--- src/rtl/ctu_map.vh ---
// Purpose: Constants for the control timer unit event/compare block
// Assumes: 32-bit register port, byte addressing
// Notes:   Offsets are byte addresses
`ifndef CTU_MAP_VH
`define CTU_MAP_VH
`define CTU_OFF_CTRL        8'h00
`define CTU_OFF_EVCTRL      8'h04
`define CTU_OFF_CMD         8'h08
`define CTU_OFF_IEN_CLR     8'h0C
`define CTU_OFF_IEN_SET     8'h10
`define CTU_OFF_FLAGS       8'h14
`define CTU_OFF_COUNT       8'h18
`define CTU_OFF_TOP         8'h1C
`define CTU_OFF_DRV         8'h20
`define CTU_OFF_STATUS      8'h24
`define CTU_OFF_CB0         8'h30
`define CTU_OFF_CV0         8'h40
`define CTU_NCH             2
`define CTU_CW              16
`define CTU_EV_OFF          3'h0
`define CTU_EV_DIR          3'h2
`define CTU_EV_START        3'h3
`define CTU_EV_INCDEC       3'h4
`define CTU_EV_COUNT        3'h5
`define CTU_EV_FAULT        3'h7
`define CTU_CMD_UPDATE      3'h3
`define CTU_IRQ_WRAP        0
`define CTU_IRQ_RETRIG      1
`define CTU_IRQ_COUNTER     2
`define CTU_IRQ_MISHAP      3
`define CTU_IRQ_DBGFLT      11
`define CTU_IEN_MASK        16'h080F
`define CTU_TOP_RST         16'hFFFF
`endif

--- src/rtl/ctu_event_edge.v ---
// Purpose: One-cycle pulse on rising edge of an event line
// Assumes: Event line synchronous to mclk
// Notes:   None
`timescale 1ns/1ps
`include "ctu_map.vh"
module ctu_event_edge (
  // Clock and reset
  input  wire mclk,
  input  wire rstn,
  // Event
  input  wire level,
  output wire pulse
);
  reg last;
  always @(posedge mclk or negedge rstn) begin
    if (!rstn) begin
      last <= 1'b0;
    end else begin
      last <= level;
    end
  end
  assign pulse = level & ~last;
endmodule // ctu_event_edge

--- src/rtl/ctu_compare_chan.v ---
// Purpose: One compare channel with double-buffered compare value
// Assumes: Counter value supplied every cycle
// Notes:   Compare mode only after reset
`timescale 1ns/1ps
`include "ctu_map.vh"
module ctu_compare_chan (
  // Clock and reset
  input  wire                 mclk,
  input  wire                 rstn,
  // Buffer write and update
  input  wire                 buf_we,
  input  wire [`CTU_CW-1:0]   buf_wdata,
  input  wire                 load,
  // Counter
  input  wire [`CTU_CW-1:0]   count,
  output reg  [`CTU_CW-1:0]   compare_value,
  output reg  [`CTU_CW-1:0]   compare_buffer,
  output wire                 match,
  output wire                 wave
);
  always @(posedge mclk or negedge rstn) begin
    if (!rstn) begin
      compare_value  <= {`CTU_CW{1'b0}};
      compare_buffer <= {`CTU_CW{1'b0}};
    end else begin
      if (buf_we) begin
        compare_buffer <= buf_wdata;
      end
      if (load) begin
        compare_value <= buf_we ? buf_wdata : compare_buffer;
      end
    end
  end
  assign match = (count == compare_value);
  assign wave  = (count <  compare_value);
endmodule // ctu_compare_chan

--- src/rtl/ctu_core.v ---
// Purpose: Control timer unit event actions, compare channels and irq enables
// Assumes: Single clock, synchronous event inputs, one-cycle register strobes
// Notes:   Register read data valid in the cycle after the read strobe
//
// What this block does
// - With input-0 set to start, enabling waits for the next event before counting.
// - Once started by an event, later start events do nothing.
// - With input-0 set to count, each event steps the counter in the current direction.
// - With input-1 set to direction, the event level sets the stored direction bit.
// - With input-0 set to increment, each event on line A adds one whatever the direction, except in a cycle with a decrement event on line B.
// - With input-1 set to decrement and input-0 not set to count, each line B event subtracts one whatever the direction, unless line A increments that cycle.
// - A fault event on a fault-configured input stops the counter and forces override outputs.
// - With event behaviour off, enabling starts counting at once.
// - Each channel works in compare mode after reset.
// - The counter is compared each cycle to each channel's compare value.
// - Compare values load from their buffers only at update or on the force-update command.
// - Writing one to the debug-fault or mishap clear bit disables it; reads show enables.
// - Writing one to the counter, retrigger or wrap clear bit disables it; reads show enables.
// - Writing zero to a clear bit leaves that enable alone.
// - The set register enables bits, and set and clear views share the same enables.
`timescale 1ns/1ps
`include "ctu_map.vh"
module ctu_core (
  // Clock and reset
  input  wire                 mclk,
  input  wire                 rstn,
  // Register port
  input  wire [7:0]           addr,
  input  wire [31:0]          wdata,
  input  wire                 wr,
  input  wire                 rd,
  output reg  [31:0]          rdata,
  // Event inputs
  input  wire                 counter_event_line_a,
  input  wire                 counter_event_line_b,
  // Outputs
  output reg  [`CTU_NCH-1:0]  wave_out,
  output reg  [`CTU_CW-1:0]   count_out,
  output reg                  irq
);
  localparam ST_IDLE = 3'b001;
  localparam ST_WAIT = 3'b010;
  localparam ST_RUN  = 3'b100;

  reg  [2:0]              state;
  reg  [2:0]              next_state;
  reg                     enable;
  reg                     dir_down;
  reg                     faulted;
  reg  [2:0]              input0_event_behaviour;
  reg  [2:0]              input1_event_behaviour;
  reg  [`CTU_NCH-1:0]     permanent_fault_override_en;
  reg  [`CTU_NCH-1:0]     permanent_fault_override_level;
  reg  [15:0]             irq_en;
  reg  [15:0]             flags;
  reg  [`CTU_CW-1:0]      count;
  reg  [`CTU_CW-1:0]      top;
  reg  [`CTU_CW-1:0]      next_count;
  reg                     wrap;
  reg                     retrig;
  reg                     stepped;

  wire                    ev_a;
  wire                    ev_b;
  wire                    w_ctrl   = wr && addr == `CTU_OFF_CTRL;
  wire                    w_ev     = wr && addr == `CTU_OFF_EVCTRL;
  wire                    w_cmd    = wr && addr == `CTU_OFF_CMD;
  wire                    force_up = w_cmd && wdata[2:0] == `CTU_CMD_UPDATE;
  wire                    running  = state == ST_RUN;
  wire                    fault_ev = (input0_event_behaviour == `CTU_EV_FAULT && ev_a) ||
                                     (input1_event_behaviour == `CTU_EV_FAULT && ev_b);
  wire                    update   = running && wrap;
  wire [`CTU_NCH-1:0]     match;
  wire [`CTU_NCH-1:0]     wave;
  wire [`CTU_CW*`CTU_NCH-1:0] cv_all;
  wire [`CTU_CW*`CTU_NCH-1:0] cb_all;
  wire [15:0]             ev_flags;

  ctu_event_edge u_edge_a (
    .mclk  (mclk),
    .rstn  (rstn),
    .level (counter_event_line_a),
    .pulse (ev_a)
  );

  ctu_event_edge u_edge_b (
    .mclk  (mclk),
    .rstn  (rstn),
    .level (counter_event_line_b),
    .pulse (ev_b)
  );

  genvar gi;
  generate
    for (gi = 0; gi < `CTU_NCH; gi = gi + 1) begin : g_ch
      ctu_compare_chan u_ch (
        .mclk           (mclk),
        .rstn           (rstn),
        .buf_we         (wr && addr == `CTU_OFF_CB0 + 8'h04 * gi),
        .buf_wdata      (wdata[`CTU_CW-1:0]),
        .load           (update || force_up),
        .count          (count),
        .compare_value  (cv_all[gi*`CTU_CW +: `CTU_CW]),
        .compare_buffer (cb_all[gi*`CTU_CW +: `CTU_CW]),
        .match          (match[gi]),
        .wave           (wave[gi])
      );
    end
  endgenerate

  // Start state machine
  always @* begin
    next_state = state;
    case (state)
      ST_IDLE: begin
        if (enable && !faulted) begin
          if (input0_event_behaviour == `CTU_EV_START) begin
            next_state = ST_WAIT;
          end else begin
            next_state = ST_RUN;
          end
        end
      end
      ST_WAIT: begin
        if (ev_a) begin
          next_state = ST_RUN;
        end
      end
      ST_RUN: begin
        next_state = ST_RUN;
      end
      default: begin
        next_state = ST_IDLE;
      end
    endcase
    if (!enable || faulted || fault_ev) begin
      next_state = ST_IDLE;
    end
  end

  // Counter step
  always @* begin
    next_count = count;
    wrap       = 1'b0;
    stepped    = 1'b0;
    if (running && !fault_ev) begin
      if (input0_event_behaviour == `CTU_EV_COUNT) begin
        stepped = ev_a;
        if (ev_a) begin
          next_count = dir_down ? count - 16'h0001 : count + 16'h0001;
        end
      end else if (input0_event_behaviour == `CTU_EV_INCDEC ||
                   input1_event_behaviour == `CTU_EV_INCDEC) begin
        stepped = 1'b1;
        if (input0_event_behaviour == `CTU_EV_INCDEC && ev_a &&
            !(input1_event_behaviour == `CTU_EV_INCDEC && ev_b)) begin
          next_count = count + 16'h0001;
        end else if (input1_event_behaviour == `CTU_EV_INCDEC && ev_b &&
                     !(input0_event_behaviour == `CTU_EV_INCDEC && ev_a)) begin
          next_count = count - 16'h0001;
        end else begin
          stepped = 1'b0;
        end
      end else begin
        stepped    = 1'b1;
        next_count = dir_down ? count - 16'h0001 : count + 16'h0001;
      end
      if (stepped) begin
        if (!dir_down && count == top && next_count != count - 16'h0001) begin
          next_count = 16'h0000;
          wrap       = 1'b1;
        end else if (dir_down && count == 16'h0000 && next_count != 16'h0001) begin
          next_count = top;
          wrap       = 1'b1;
        end
      end
    end
  end

  assign ev_flags = {4'h0, fault_ev, 7'h00, fault_ev, stepped, retrig, wrap};

  always @(posedge mclk or negedge rstn) begin
    if (!rstn) begin
      state                          <= ST_IDLE;
      enable                         <= 1'b0;
      dir_down                       <= 1'b0;
      faulted                        <= 1'b0;
      input0_event_behaviour         <= `CTU_EV_OFF;
      input1_event_behaviour         <= `CTU_EV_OFF;
      permanent_fault_override_en    <= {`CTU_NCH{1'b0}};
      permanent_fault_override_level <= {`CTU_NCH{1'b0}};
      irq_en                         <= 16'h0000;
      flags                          <= 16'h0000;
      count                          <= {`CTU_CW{1'b0}};
      top                            <= `CTU_TOP_RST;
      retrig                         <= 1'b0;
      rdata                          <= 32'h0000_0000;
      wave_out                       <= {`CTU_NCH{1'b0}};
      count_out                      <= {`CTU_CW{1'b0}};
      irq                            <= 1'b0;
    end else begin
      state   <= next_state;
      count   <= (w_ctrl && wdata[2]) ? {`CTU_CW{1'b0}} : next_count;
      retrig  <= (state == ST_WAIT) && ev_a;
      if (fault_ev) begin
        faulted <= 1'b1;
      end else if (w_ctrl && wdata[3]) begin
        faulted <= 1'b0;
      end
      if (w_ctrl) begin
        enable <= wdata[0];
      end
      if (input1_event_behaviour == `CTU_EV_DIR) begin
        dir_down <= counter_event_line_b;
      end else if (w_ctrl) begin
        dir_down <= wdata[1];
      end
      if (w_ev) begin
        input0_event_behaviour <= wdata[2:0];
        input1_event_behaviour <= wdata[6:4];
      end
      if (wr && addr == `CTU_OFF_TOP) begin
        top <= wdata[`CTU_CW-1:0];
      end
      if (wr && addr == `CTU_OFF_DRV) begin
        permanent_fault_override_en    <= wdata[`CTU_NCH-1:0];
        permanent_fault_override_level <= wdata[8+`CTU_NCH-1:8];
      end
      if (wr && addr == `CTU_OFF_IEN_CLR) begin
        irq_en <= irq_en & ~(wdata[15:0] & `CTU_IEN_MASK);
      end else if (wr && addr == `CTU_OFF_IEN_SET) begin
        irq_en <= irq_en | (wdata[15:0] & `CTU_IEN_MASK);
      end
      if (rd && addr == `CTU_OFF_FLAGS) begin
        flags <= ev_flags;
      end else begin
        flags <= flags | ev_flags;
      end
      rdata <= 32'h0000_0000;
      if (rd) begin
        case (addr)
          `CTU_OFF_CTRL:    rdata <= {28'h0, faulted, 1'b0, dir_down, enable};
          `CTU_OFF_EVCTRL:  rdata <= {25'h0, input1_event_behaviour, 1'b0,
                                      input0_event_behaviour};
          `CTU_OFF_IEN_CLR: rdata <= {16'h0, irq_en};
          `CTU_OFF_IEN_SET: rdata <= {16'h0, irq_en};
          `CTU_OFF_FLAGS:   rdata <= {16'h0, flags};
          `CTU_OFF_COUNT:   rdata <= {16'h0, count};
          `CTU_OFF_TOP:     rdata <= {16'h0, top};
          `CTU_OFF_DRV:     rdata <= {22'h0, permanent_fault_override_level, 6'h0,
                                      permanent_fault_override_en};
          `CTU_OFF_STATUS:  rdata <= {29'h0, state};
          `CTU_OFF_CB0:     rdata <= {16'h0, cb_all[15:0]};
          `CTU_OFF_CB0 + 8'h04: rdata <= {16'h0, cb_all[31:16]};
          `CTU_OFF_CV0:     rdata <= {16'h0, cv_all[15:0]};
          `CTU_OFF_CV0 + 8'h04: rdata <= {16'h0, cv_all[31:16]};
          default:          rdata <= 32'h0000_0000;
        endcase
      end
      wave_out  <= (faulted || fault_ev) ?
                   ((wave & ~permanent_fault_override_en) |
                    (permanent_fault_override_level & permanent_fault_override_en)) :
                   wave;
      count_out <= (w_ctrl && wdata[2]) ? {`CTU_CW{1'b0}} : next_count;
      irq       <= |((flags | ev_flags) & irq_en &
                     ~((rd && addr == `CTU_OFF_FLAGS) ? flags : 16'h0000));
    end
  end
endmodule // ctu_core

--- config.mk ---
export PLATFORM = sky130hd
export DESIGN_NAME = ctu_core
export DESIGN_NICKNAME = d
export VERILOG_FILES = /design/src/rtl/ctu_event_edge.v /design/src/rtl/ctu_compare_chan.v /design/src/rtl/ctu_core.v
export VERILOG_INCLUDE_DIRS = /design/src /design/src/rtl
export SDC_FILE = /design/constraint.sdc
export NUM_CORES = 1
export LEC_CHECK = 0
export BUFFER_PORTS_ARGS = -buffer_cell sky130_fd_sc_hd__buf_2
export CAP_MARGIN = 20
export CORE_MARGIN = 2
export CORE_UTILIZATION = 55
export CTS_BUF_LIST = sky130_fd_sc_hd__clkbuf_4
export CTS_CLUSTER_SIZE = 16
export DETAILED_ROUTE_END_ITERATION = 8
export PLACE_DENSITY = 0.75
export SYNTH_ARGS = -nofsm -noshare
export SYNTH_HDL_FRONTEND = slang
export SYNTH_SLANG_ARGS = --single-unit
--- constraint.sdc ---
create_clock -name mclk -period 11.85 [get_ports mclk]
set_clock_uncertainty 0.05 [all_clocks]
set_input_delay 2.37 -clock mclk [delete_from_list [all_inputs] [get_ports mclk]]
set_output_delay 2.37 -clock mclk [all_outputs]
set_load 0.03 [all_outputs]
# Yosys cells after proc, flatten, opt, wreduce, memory -nomap -nowiden
# Index checks and enable logic that the tools add are counted.
# totals
reg_bits,182
input_bits,46
# classes
mux,40
order_cmp,2
bitwise_logic,15
n_reduce_logical,48
n_eq_ne,29
add_sub_neg,2
# op_table
operator,n
two-way mux 16 bit,19
one-hot mux 16 bit (12 select lines),1
bitwise AND 16 bit,3
"== test 8 x 5 -> 1 bit, second input constant",4
"== test 8 x 6 -> 1 bit, second input constant",4
< comparator 16 bit,2
OR 16 x 12 -> 16 bit,2
logical AND 1 bit,27
"== test 3 bit, second input constant",6
"adder 16 x 1 -> 16 bit, second input constant",1
== test 16 bit,1
"== test 8 x 4 -> 1 bit, second input constant",2
"== test 8 x 7 -> 1 bit, second input constant",2
zero test 16 bit,1
"inequality test 16 x 1 -> 1 bit, second input constant",1
inequality test 16 bit,1
NOT 12 -> 16 bit,1
NOT 16 bit,1
OR reduction 16 bit,1
"subtractor 16 x 1 -> 16 bit, second input constant",1
two-way mux 1 bit,14
"== test 3 x 2 -> 1 bit, second input constant",4
two-way mux 3 bit,4
one-hot mux 3 bit (3 select lines),1
other kinds (15),32

# Logic depth before layout (Yosys ltp)
# Gate-level depths: netlist (run 1).
# logic_depth
depth_word,20
depth_mapped,16

# Cells and area by module
# From an unflattened synthesis (run 1), not the netlist that was laid out.
# unflattened
cells_unflattened,960
area_unflattened_um2,9073.7
# by_module_without_submodules
module,seq_area_each_um2,area_per_inst_um2,cells_each,n_inst
ctu_core,1973.1,5908.2,676,1
ctu_compare_chan,800.8,1544.0,140,2
ctu_event_edge,25.0,38.8,2,2

# Worst setup path after synthesis (run 1)
# No wires, ideal clock.
# synth_path
path_type,input to register
from,input port counter_event_line_a
to,register g_ch[0].u_ch.compare_value[10]
slack_ns,6.059
stages,15
arrival_time_ns,5.616
cell_sequence,nor2b_1 -> clkbuf_1 -> nand2_1 -> inv_1 -> ha_1 -> or3_1 -> or2_2 -> o32ai_1 -> o2111a_2 -> o211ai_2 -> nor4_4 -> a31oi_2 -> a211o_4 -> buf_6 -> mux2_4
# synth_via
elab_chain_cells,17
elab_cells_between_ends,30
classes_between,2 x eq/ne; 15 x mux; 1 x bitwise; 12 x reduce/logical
# synth_lines
element,line_no,text
from (decl),ctu_core.v:34,"input wire counter_event_line_a,"
bitwise AND 1 bit (*),ctu_event_edge.v:22,assign pulse = level & ~last;
logical AND 1 bit,"ctu_core.v:155, ctu_core.v:159",
zero test 1 bit,ctu_core.v:159,!(input0_event_behaviour == `CTU_EV_INCDEC && ev_a)) begin
logical AND 1 bit,ctu_core.v:158,end else if (input1_event_behaviour == `CTU_EV_INCDEC && ev_b &&
two-way mux 16 bit,ctu_core.v:158,
two-way mux 16 bit,ctu_core.v:155,if (input0_event_behaviour == `CTU_EV_INCDEC && ev_a &&
two-way mux 16 bit,ctu_core.v:152,end else if (input0_event_behaviour == `CTU_EV_INCDEC ||
two-way mux 16 bit,ctu_core.v:147,if (input0_event_behaviour == `CTU_EV_COUNT) begin
two-way mux 16 bit,ctu_core.v:146,if (running && !fault_ev) begin
inequality test 16 x 1 -> 1 bit,ctu_core.v:172,end else if (dir_down && count == 16'h0000 && next_count != 16'h0001) begin
logical AND 1 bit,ctu_core.v:172,
two-way mux 1 bit,ctu_core.v:172,
two-way mux 1 bit,ctu_core.v:169,if (!dir_down && count == top && next_count != count - 16'h0001) begin
two-way mux 1 bit,ctu_core.v:168,if (stepped) begin
two-way mux 1 bit (*),ctu_core.v:146,
logical AND 1 bit (*),ctu_core.v:72,wire update = running && wrap;
logical OR 1 bit (*),ctu_core.v:101,".load (update || force_up),"
to (signal assigned),ctu_compare_chan.v:23,compare_value <= {`CTU_CW{1'b0}};
to (signal assigned),ctu_compare_chan.v:30,compare_value <= buf_we ? buf_wdata : compare_buffer;
to (decl),ctu_compare_chan.v:16,"output reg [`CTU_CW-1:0] compare_value,"
# Mark *: on every way between the ends. The rest lies on a longest branch, timed or not. The select of a mux whose other input is x is not followed.
# A chain may end at the register's enable or synchronous reset.

# Final worst setup path (run 1)
# layout_path
from,input port counter_event_line_a
to,register g_ch[0].u_ch.compare_value[5]
# Same word-level chain as after synthesis.

==> results of run 1 <==
==> state kept, by name (all words and copies together) (netlist names) <==
name and cells:
enable 1, input0_event_behaviour 3, retrig 1, input1_event_behaviour 3, u_edge_a.last 1, rdata 16, dir_down 1, irq_en 5
top 16, flags 5, permanent_fault_override_level 2, irq 1, wave_out 2, count 16, faulted 1, u_edge_b.last 1
permanent_fault_override_en 2, g_ch.u_ch.compare_buffer 32, g_ch.u_ch.compare_value 32, state 3
==> power by group through the flow <==
stage	sequential, mW	combinational, mW	clock, mW
floorplan	0.538	0.177	0
global placement	0.545	0.232	0
detailed placement	0.546	0.234	0
CTS	0.537	0.235	0.316
global route	0.541	0.259	0.332
finish	0.538	0.238	0.311
==> cells in the mapped netlist (5+ instances only) <==
| cell type | number |
|---|---|
| or3_1 | 9 |
| a22oi_1 | 24 |
| a21oi_1 | 37 |
| nor2_1 | 52 |
| nor3_1 | 15 |
| a221o_1 | 7 |
| a221oi_1 | 11 |
| and2_1 | 11 |
| or4_1 | 5 |
| nand2b_1 | 10 |
| dfrtp_1 | 127 |
| a222oi_1 | 14 |
| o21a_1 | 6 |
| a31oi_1 | 15 |
| nand4_1 | 13 |
| and3_1 | 11 |
| a21o_1 | 22 |
| mux2_2 | 60 |
| ha_1 | 35 |
| xor2_1 | 15 |
| o22ai_1 | 11 |
| nand3_1 | 32 |
| o21ai_0 | 25 |
| a22o_1 | 11 |
| dfstp_2 | 17 |
| nor2b_1 | 9 |
| xnor2_1 | 12 |
| clkbuf_1 | 33 |
| buf_4 | 16 |
| nand2_1 | 64 |
| nor4_1 | 7 |
| mux2i_1 | 8 |
| buf_2 | 7 |
| inv_1 | 39 |
| mux2_4 | 30 |
==> critical path: cells and delay by family <==
family                   cells  cell delay, ns
AO/OA/AOI/OAI                5            1.50
AND/OR/NAND/NOR              4            1.38
adder cells (fa/ha/maj)      1            0.41
multiplexers                 1            0.38
XOR/XNOR                     1            0.21
buffers and inverters        2            0.19
==> cells by family after synthesis <==
group	after synthesis	synth area share [%]
other	1	0.0414
adders and majority gates	35	4.84
muxes	100	13.6
xor gates and xnor gates	27	2.61
buffers and inverters	103	5.29
and+or+nand+nor	266	15.5
AOI/OAI and AO/OA	223	18.1
DFF	144	40.0
==> stage by stage <==
stage	utilization, %	hold slack (ns)
final	60.8	0.445
after global routing	60.8	0.437
after CTS	60.8	0.416
after detailed placement	59.1	0.416
after global placement	59.1	0.404
after floorplan	-	0.379
==> how the worst max path moves through the flow <==
stage / start / slack (ns) / cells past startpoint / to
floorplan: counter_event_line_a / 6.06 / 15 / g_ch[0].u_ch.compare_value[10]
global placement: counter_event_line_a / 5.26 / 14 / g_ch[0].u_ch.compare_value[0]
detailed placement: counter_event_line_a / 5.27 / 14 / g_ch[0].u_ch.compare_value[0]
CTS: counter_event_line_a / 5.87 / 14 / g_ch[0].u_ch.compare_value[5]
global route: counter_event_line_a / 5.56 / 14 / g_ch[0].u_ch.compare_value[1]
finish: counter_event_line_a / 5.79 / 14 / g_ch[0].u_ch.compare_value[5]
==> layout make-up <==
class	instances	area, µm²	area share (%)
Antenna cell	1	2.50	0.0257
Clock buffer	18	135	1.39
Clock inverter	14	140	1.44
Inverter	39	146	1.50
Multi-Input combinational cell	667	5010	51.5
Sequential cell	144	3620	37.2
Tap cell	216	270	2.78
Timing Repair Buffer	74	402	4.13
==> metal layers <==
| metal | vias up | track usage, % | routed length, µm | part of all wire (%) |
|---|---|---|---|---|
| li1 | 3431 | - | - | - |
| met1 | 3702 | 40.0 | 11000 | 43 |
| met2 | 382 | 46.4 | 11700 | 46 |
| met3 | 78 | 5.07 | 1780 | 7.0 |
| met4 | 0 | 13.6 | 934 | 3.7 |
| met5 | - | 0 | 0 | 0 |
==> metrics.md, run 1 <==
| Metric | Value |
|---|---|
| Hold Fails Final Rpt | 0 |
| WL final | 25400 µm |
| Initial antenna violation count | 1 |
| Floorplan Core Area | approximately 16000 µm² |
| Status | complete, no violations |
| Crit-path max FO | 32 |
| Clock Latency Late Sink | around 0.57 ns |
| Max Cap Viol | 0 |
| Final period utilization | 51.1% |
| Vias per cell | 6.47 |
| WL/cell | ~22 µm |
| Sw frac | 32.7% |
| Die H | about 130 µm |
| Area share of the largest cell type after synthesis | 35.1% |
| TritonCTS clock tree | done |
| Drt first pass iters | 9 |
| Dominant synthesized flop cell | dfrtp_1 |
| Finished layout cell area | 9740 µm² |
| CTS H-tree lvls | 4 |
| Leak | 4.49 nW |
| Ports | between 90 and 100 |
| Area growth syn-to-layout | 7.55% |
| Reg-to-reg startpoint | input0_event_behaviour[2] |
| Clock share of power | approximately 29% |
| Min-delay src | enable |
| Routability-driven placement congestion ratio | 0.888 |
| Largest net degree at the start of global routing | 84 |
| Slew Viols, Final | 0 |
| Number of CTS-inserted buffers | 17 |
| Yosys warns | 0 |
| Worst IR drop on VDD | 0.0783 mV |
| Placed instance area | 9450 µm² |
| Starting DRT DRC Count | 700 |
| CTS Buffer Depth | 2 |
| WP data required | between 10 and 15 ns |
| R2r endpoint | g_ch[0].u_ch.compare_value[5] |
| Width of the chip | between 100 and 150 µm |
| Worst Path Arrival | 6.47 ns |
| Flop pwr share | 49.5% |
| Post-synthesis sequential area ratio | 40.0% |
| Hold Buf Count CTS | 0 |
| Hold path endpoint | state[0] |
| P_sw | 0.355 mW |
| GRT Total Usage | 29.4% |
| Synth Cell Area | 9050 µm² |
| Overall power | roughly 1.1 mW |
| CP Launch Type | input pin |
| RSZ-0062 raised after global routing | no |
| Dominant cells by area after synthesis | dfrtp_1, mux2_2, mux2_4, dfstp_2, ha_1 |
| FP Rows | 46 |
| Total Nets Final | 1024 |
| Postcts setup bufs | 0 |
| WS Path Type | in -> reg |
| Power per cell area | between 100 and 150 nW/µm² |
| CTS root buf | clkbuf_4 |
| Number of port buffers | 64 |
| Hold-critical path depth | 1 |
| Slack of the critical path | 5.79 ns |
| Flops & latches, synth | between 100 and 150 |
| Post-DP HPWL | 18000 µm |
| Vias post-DR | 7593 |
| Dpl cells | approximately 1100 |
| Final Non-Filler Cells | approximately 1200 |
| CP max-delay cell | a211o_4 |
| Total gr overflow | 0 |
| Yosys cell types | 76 |
| Clock Sinks | between 100 and 150 |
| Initial Utilization | 56.6% |
| Fill cell count | 1390 |
| Die area | ~18000 µm² |
| Vias in the first global route | around 7400 |
| Pre-CTS setup slack | 5.27 ns |
| HP Class | reg -> reg |
| Worst R2R Setup Slack | 7.20 ns |
| First-pass GRT wire length | between 40000 and 50000 µm |
| Part of the power in combinational logic | 21.9% |
| Fraction of layout cells with a size suffix above 1 | approximately 24% |
| Slew HR | roughly 28% |
| Number of synthesized flops with an enable pin | 0 |
| Fin Setup TNS | 0 ns |
| Measured slew at the worst slew-check pin | approximately 1.1 ns |
| DRC Markers | 0 |
| Endpoints failing setup | 0 |
| Clk pin slew, worst setup/hold paths | 0.13 ns |
| Yosys top cell by area | dfrtp_1 |
| Avg Cell Area, Syn | 10.1 µm² |
| Most common cell after layout, fill and taps aside | dfrtp_1 |
| Critical path endpoint category | flop |
| Asr flop ratio synth | 100% |
| CTS resizes | 0 |
| FMAX | approximately 170 MHz |
| Internal power | 0.732 mW |
| Tmin final | 6.06 ns |
| R2R depth | 13 |
| Critical Path, Cell by Cell | buf_2, nor2b_1, nand2_1, inv_1, ha_1, and3_1, a22oi_1, o22ai_1, xnor2_1, o2111ai_1, nor4_2, a31oi_2, a211o_4, mux2_4 |
| Cells after Synth | 899 |
| Commonest non-fill, non-tap cells in the layout | dfrtp_1, nand2_1, buf_2 |
| Routed Antenna Nets | 0 |
| CP max stage delay | ~0.65 ns |
Note: power is estimated with default switching activity, not from simulation.
==> run 2, diff against run 1 <==
- clock period: 11.85 -> 6.1 ns (I/O delays scaled with it)
==> metrics.md, run 2 (synthesis results as in run 1) <==
| Metric | Value |
|---|---|
| Status | complete, no violations |
| WP depth | 14 (unchanged) |
| TritonCTS clock tree | done |
| Overall power | 2.11 mW (+94%) |
| Sequential standard cell area | 3620 µm² (unchanged) |
| Fin Setup TNS | 0 ns (unchanged) |
| First-pass GRT wire length | 39300 µm (-2.9%) |
| Max Cap Viol | 0 (unchanged) |
| Endpoints failing setup | 0 (unchanged) |
| CTS root buf | clkbuf_4 |
| Worst Path Arrival | 5.27 ns (-1.20 ns) |
| Largest net degree at the start of global routing | 90 (+7.1%) |
| Hold Fails Final Rpt | 0 (unchanged) |
| Die H | 132 µm (unchanged) |
| Measured slew at the worst slew-check pin | 1.06 ns (-0.0122 ns) |
| Crit path buf inv count | 2 (unchanged) |
| Worst IR drop on VDD | 0.120 mV (+54%) |
| GRT Total Usage | 28.8% (-0.64 points) |
| Most common cell after layout, fill and taps aside | dfrtp_1 |
| Hold-critical path depth | 1 (unchanged) |
| WS Path Type | in -> reg |
| CP Launch Type | input pin |
| Vias per cell | 6.51 (+0.55%) |
| Multi-input logic area | 5010 µm² (about the same) |
| Tmin final | around 4.9 ns |
| CTS resizes | 0 (unchanged) |
| CTS H-tree lvls | 4 (unchanged) |
| Area growth syn-to-layout | 7.67% |
| Floorplan Core Area | 16000 µm² (unchanged) |
| Worst path top cell family by delay | simple AND/OR/NAND/NOR gates |
| Fill cell count | 1397 (+0.50%) |
| Number of port buffers | 64 (unchanged) |
| Power per cell area | 216 nW/µm² (+94%) |
| Hold Buf Count CTS | 0 (unchanged) |
| WL/cell | 21.6 µm (-0.39%) |
| Slew HR | 29.1% (+0.81 points) |
| Die area | 17500 µm² (unchanged) |
| CP max stage delay | 0.64 ns (about the same) |
| Width of the chip | 132 µm (unchanged) |
| Total Nets Final | 1026 (+0.20%) |
| CP max-delay cell | a211o_4 |
| Clock Sinks | 144 (unchanged) |
| RSZ-0062 raised after global routing | no |
| Clock Latency Late Sink | 0.57 ns (about the same) |
| Commonest non-fill, non-tap cells in the layout | dfrtp_1, nand2_1, buf_2 |
| Critical path endpoint category | flop |
| R2R depth | 13 (unchanged) |
| Final period utilization | 79.7% |
| FMAX | 206 MHz |
| Total gr overflow | 0 (unchanged) |
| Initial antenna violation count | 1 (unchanged) |
| Crit-path max FO | 32 (unchanged) |
| Slew Viols, Final | 0 (unchanged) |
| Drt first pass iters | 7 (-2) |
| Leak | 4.50 nW (+0.27%) |
| Post-DP HPWL | 17900 µm (-0.76%) |
| Vias in the first global route | 7057 (-4.1%) |
| Postcts setup bufs | 0 (unchanged) |
| Number of CTS-inserted buffers | 17 (unchanged) |
| DRC Markers | 0 (unchanged) |
| Critical Path, Cell by Cell | buf_2, nand3b_1, nor3_1, inv_1, ha_1, or3_1, or4_1, a21oi_1, o21a_1, o2111ai_1, nor4_2, a31oi_2, a211o_4, mux2_4 |
| Vias post-DR | 7648 (+0.72%) |
| Clk pin slew, worst setup/hold paths | 0.13 ns (about the same) |
| CTS Buffer Depth | 2 (unchanged) |
| WL final | 25400 µm (-0.22%) |
| Initial Utilization | 56.6% (unchanged) |
| Biggest regs | g_ch.u_ch.compare_buffer: 32 flops, g_ch.u_ch.compare_value: 32 flops |
| Fraction of layout cells with a size suffix above 1 | 24.2% (+0.16 points) |
| Routed Antenna Nets | 0 (unchanged) |
| FP Rows | 46 (unchanged) |
| Routability-driven placement congestion ratio | 0.910 (+2.6%) |
| Starting DRT DRC Count | 857 (+22%) |
| HP Class | reg -> reg |
| WP data required | 6.52 ns (-5.74 ns) |
| Ports | 97 (unchanged) |
## run 2: path summary, 6_finish.rpt
| check | slack [ns] | startpoint | to |
|---|---|---|---|
| max | 1.24 | counter_event_line_b | g_ch[1].u_ch.compare_value[15] |
| min in group asynchronous | 0.65 | rstn | flags[3] |
| min | 0.44 | enable | state[0] |
| max reg2reg | 1.45 | input1_event_behaviour[2] | g_ch[1].u_ch.compare_value[15] |
| max in group asynchronous | 4.11 | rstn | permanent_fault_override_level[0] |
| min reg2reg | 0.44 | enable | state[0] |
## run 2: cell type report
type                            count  share of cell area, %
Antenna cell                        1                 0.0257
Sequential cell                   144                   37.2
Timing Repair Buffer               76                   4.27
Clock buffer                       17                   1.31
Tap cell                          216                   2.77
Multi-Input combinational cell    667                   51.4
Clock inverter                     15                   1.50
Inverter                           39                   1.50
## run 2: per-stage QoR
step                instances  worst slack [ns]  instance area (µm²)  hold slack (ns)  utilization, %
finish                   1175              1.24                 9750            0.440            60.9
CTS                      1173              1.29                 9740            0.442            60.9
global route             1175              1.06                 9750            0.495            60.9
global placement         1141             0.759                 9460            0.407            59.1
detailed placement       1141             0.697                 9460            0.418            59.1
floorplan                 914              1.46                 9110            0.379               -
## run 2: per-layer routing
| layer | vias to the layer above | track usage, % | share of wire (%) |
|---|---|---|---|
| met5 | - | 0 | 0 |
| met4 | 0 | 10.9 | 3.3 |
| met3 | 71 | 4.92 | 8.6 |
| met2 | 447 | 44.7 | 46 |
| met1 | 3694 | 40.7 | 43 |
| li1 | 3436 | - | - |
## run 2: where the power goes
group / leakage [nW] / switching [mW] / total [mW] / internal, mW
combinational: 2.43 / 0.275 / 0.459 / 0.184
clock: 0.144 / 0.389 / 0.604 / 0.214
sequential: 1.93 / 0.0527 / 1.05 / 0.993
total: 4.50 / 0.717 / 2.11 / 1.39
==> run 3, diff against run 2 <==
- PLACE_DENSITY: 0.75 -> 0.78
- clock period: 6.1 -> 4.4 ns (I/O delays scaled with it)
==> metrics.md, run 3 (synthesis results as in run 1) <==
| Metric | Value |
|---|---|
| Sequential standard cell area | 3620 µm² (unchanged) |
| Slew Viols, Final | 0 (unchanged) |
| Clk pin slew, worst setup/hold paths | 0.14 ns (about the same) |
| Worst Path Arrival | 4.44 ns (-0.83 ns) |
| Critical path endpoint category | flop |
| Reg-to-reg startpoint | u_edge_b.last |
| FMAX | around 250 MHz |
| CTS Buffer Depth | 2 (unchanged) |
| Flop pwr share | 47.3% (-2.3 points) |
| Final Non-Filler Cells | 1227 (+4.4%) |
| Status | complete, no violations |
| Worst IR drop on VDD | 0.280 mV (+130%) |
| Worst R2R Setup Slack | 0.33 ns (-1.12 ns) |
| Initial antenna violation count | 1 (unchanged) |
| TritonCTS clock tree | done |
| R2r endpoint | g_ch[1].u_ch.compare_value[10] |
| Number of CTS-inserted buffers | 17 (unchanged) |
| WL final | 26500 µm (+4.5%) |
| HP Class | in -> async |
| Post-DP HPWL | 19000 µm (+6.4%) |
| Biggest regs | g_ch.u_ch.compare_buffer: 32 flops, g_ch.u_ch.compare_value: 32 flops |
| Clock Latency Late Sink | 0.55 ns (-0.02 ns) |
| CP Launch Type | flop |
| Die H | 132 µm (unchanged) |
| Commonest non-fill, non-tap cells in the layout | dfrtp_1, nand2_1, buf_2 |
| Vias post-DR | 7968 (+4.2%) |
| Floorplan Core Area | 16000 µm² (unchanged) |
| Initial Utilization | 56.6% (unchanged) |
| Leak | 4.79 nW (+6.4%) |
| P_sw | 0.992 mW (+38%) |
| Min Hold Slack | 0.384 ns (-0.0558 ns) |
| Largest net degree at the start of global routing | 111 (+23%) |
| Clock Sinks | 144 (unchanged) |
| Max Cap Viol | 0 (unchanged) |
| CP Capture Point | g_ch[1].u_ch.compare_value[10] |
| WP data required | 4.77 ns (-1.75 ns) |
| Fill cell count | 1330 (-4.8%) |
| Postcts setup bufs | 0 (unchanged) |
| Hold Fails Final Rpt | 0 (unchanged) |
| Drt first pass iters | 7 (unchanged) |
| WL/cell | 21.6 µm (+0.12%) |
| R2R depth | 14 (+1) |
| FP Rows | 46 (unchanged) |
| Area growth syn-to-layout | 12.8% |
| Multi-input logic area | 5020 µm² (about the same) |
| CTS H-tree lvls | 4 (unchanged) |
| CTS root buf | clkbuf_4 |
| Vias in the first global route | 7878 (+12%) |
| Die area | 17500 µm² (unchanged) |
| Slew HR | 34.0% (+4.9 points) |
| Starting DRT DRC Count | 1021 (+19%) |
| Dpl cells | 1194 (+4.6%) |
| Clock share of power | 28.4% (-0.2 points) |
| Total gr overflow | 0 (unchanged) |
| Width of the chip | 132 µm (unchanged) |
| DRC Markers | 0 (unchanged) |
| Tmin final | between 4 and 5 ns |
| Total Nets Final | 1078 (+5.1%) |
| Measured slew at the worst slew-check pin | 0.987 ns (-0.0762 ns) |
| Most common cell after layout, fill and taps aside | dfrtp_1 |
| Number of port buffers | 64 (unchanged) |
| Ports | 97 (unchanged) |
| WS Path Type | reg -> reg |
| Routability-driven placement congestion ratio | 0.963 (+5.8%) |
| CP Launch Point | u_edge_b.last |
| Final period utilization | 92.5% |
| Internal power | 2.05 mW (+47%) |
| Sw frac | 32.6% (-1.4 points) |
| Crit-path max FO | 10 (-69%) |
| Power per cell area | 298 nW/µm² (+38%) |
| RSZ-0062 raised after global routing | no |
| First-pass GRT wire length | 42600 µm (+8.3%) |
| GRT Total Usage | 31.0% (+2.2 points) |
| Fraction of layout cells with a size suffix above 1 | 28.2% (+4.0 points) |
| Part of the power in combinational logic | 24.3% (+2.5 points) |
| Routed Antenna Nets | 0 (unchanged) |
| Fin Setup TNS | 0 ns (unchanged) |
| Endpoints failing setup | 0 (unchanged) |
| Vias per cell | 6.49 (-0.23%) |
[run 3: cell types whose count changed in the layout (fill, tap and decap cells not counted)]
cell / before / now
nor3b_2: 0 / 1
inv_8: 2 / 0
clkinv_2: 2 / 1
inv_6: 7 / 3
nor3b_1: 4 / 3
clkinv_4: 0 / 5
buf_4: 11 / 60
buf_12: 0 / 4
bufinv_16: 1 / 2
[run 3: power by group through the flow]
stage	Combinational (mW)	Clock (mW)	Sequential (mW)
after floorplan	0.476	0	1.45
after global placement	0.716	0	1.46
after detailed placement	0.723	0	1.46
after CTS	0.727	0.873	1.43
after global routing	0.804	0.928	1.44
final	0.739	0.862	1.44
[run 3: repair_timing]
item                                   in CTS  in global routing
hold buffers                                0                  0
resized for setup                           0                  1
endpoints found under the hold margin       0                  0
setup endpoints to repair                   0                 30
[run 3: worst min path at each step]
| stage | startpoint | end | slack (ns) | cells after the start |
|---|---|---|---|---|
| after floorplan | enable | state[0] | 0.38 | 1 |
| after global placement | retrig | flags[1] | 0.42 | 1 |
| after CTS | rstn | enable | 0.40 | 1 |
| final | rstn | flags[3] | 0.38 | 1 |
| after global routing | counter_event_line_b | u_edge_b.last | 0.45 | 2 |
| after detailed placement | retrig | flags[1] | 0.41 | 1 |
[run 3: cell type report]
cell class                 instances  share of cell area, %
multi-input combinational        667                   49.1
tap                              216                   2.65
inverter                          39                   1.43
clock buffer                      18                   1.32
timing repair buffer             128                   8.39
clock inverter                    14                   1.54
antenna                            1                 0.0245
sequential                       144                   35.5
[run 3: stage by stage]
stage          cell area (µm²)  worst slack (ns)  power (mW)  utilization (%)
2_1_floorplan             9110            0.0992        1.93                -
5_1_grt                  10200            0.0532        3.17             63.8
3_5_place_dp              9910            -0.137        2.18             61.9
3_3_place_gp              9910           -0.0973        2.17             61.9
4_1_cts                  10200             0.261        3.03             63.8
6_report                 10200             0.331        3.04             63.8
[run 3: routing by layer]
layer,wire (µm),share of wire [%],track usage (%),vias to the layer above
met4,1240,4.7,15.8,0
li1,-,-,-,3531
met1,10500,39,40.5,3838
met5,0,0,0,-
met3,2600,9.8,7.11,103
met2,12200,46,48.4,496
[run 3: critical path: stages, from the launching register on]
cell	delay [ns]
dfrtp_1	0.38
nand3b_1	0.18
nor3_1	0.22
inv_1	0.08
ha_1	0.20
or3_1	0.40
or2_2	0.32
o32ai_1	0.35
o2111a_2	0.26
o211ai_2	0.10
nor4_4	0.32
a31oi_2	0.17
a211o_4	0.44
buf_12	0.18
mux2_4	0.29
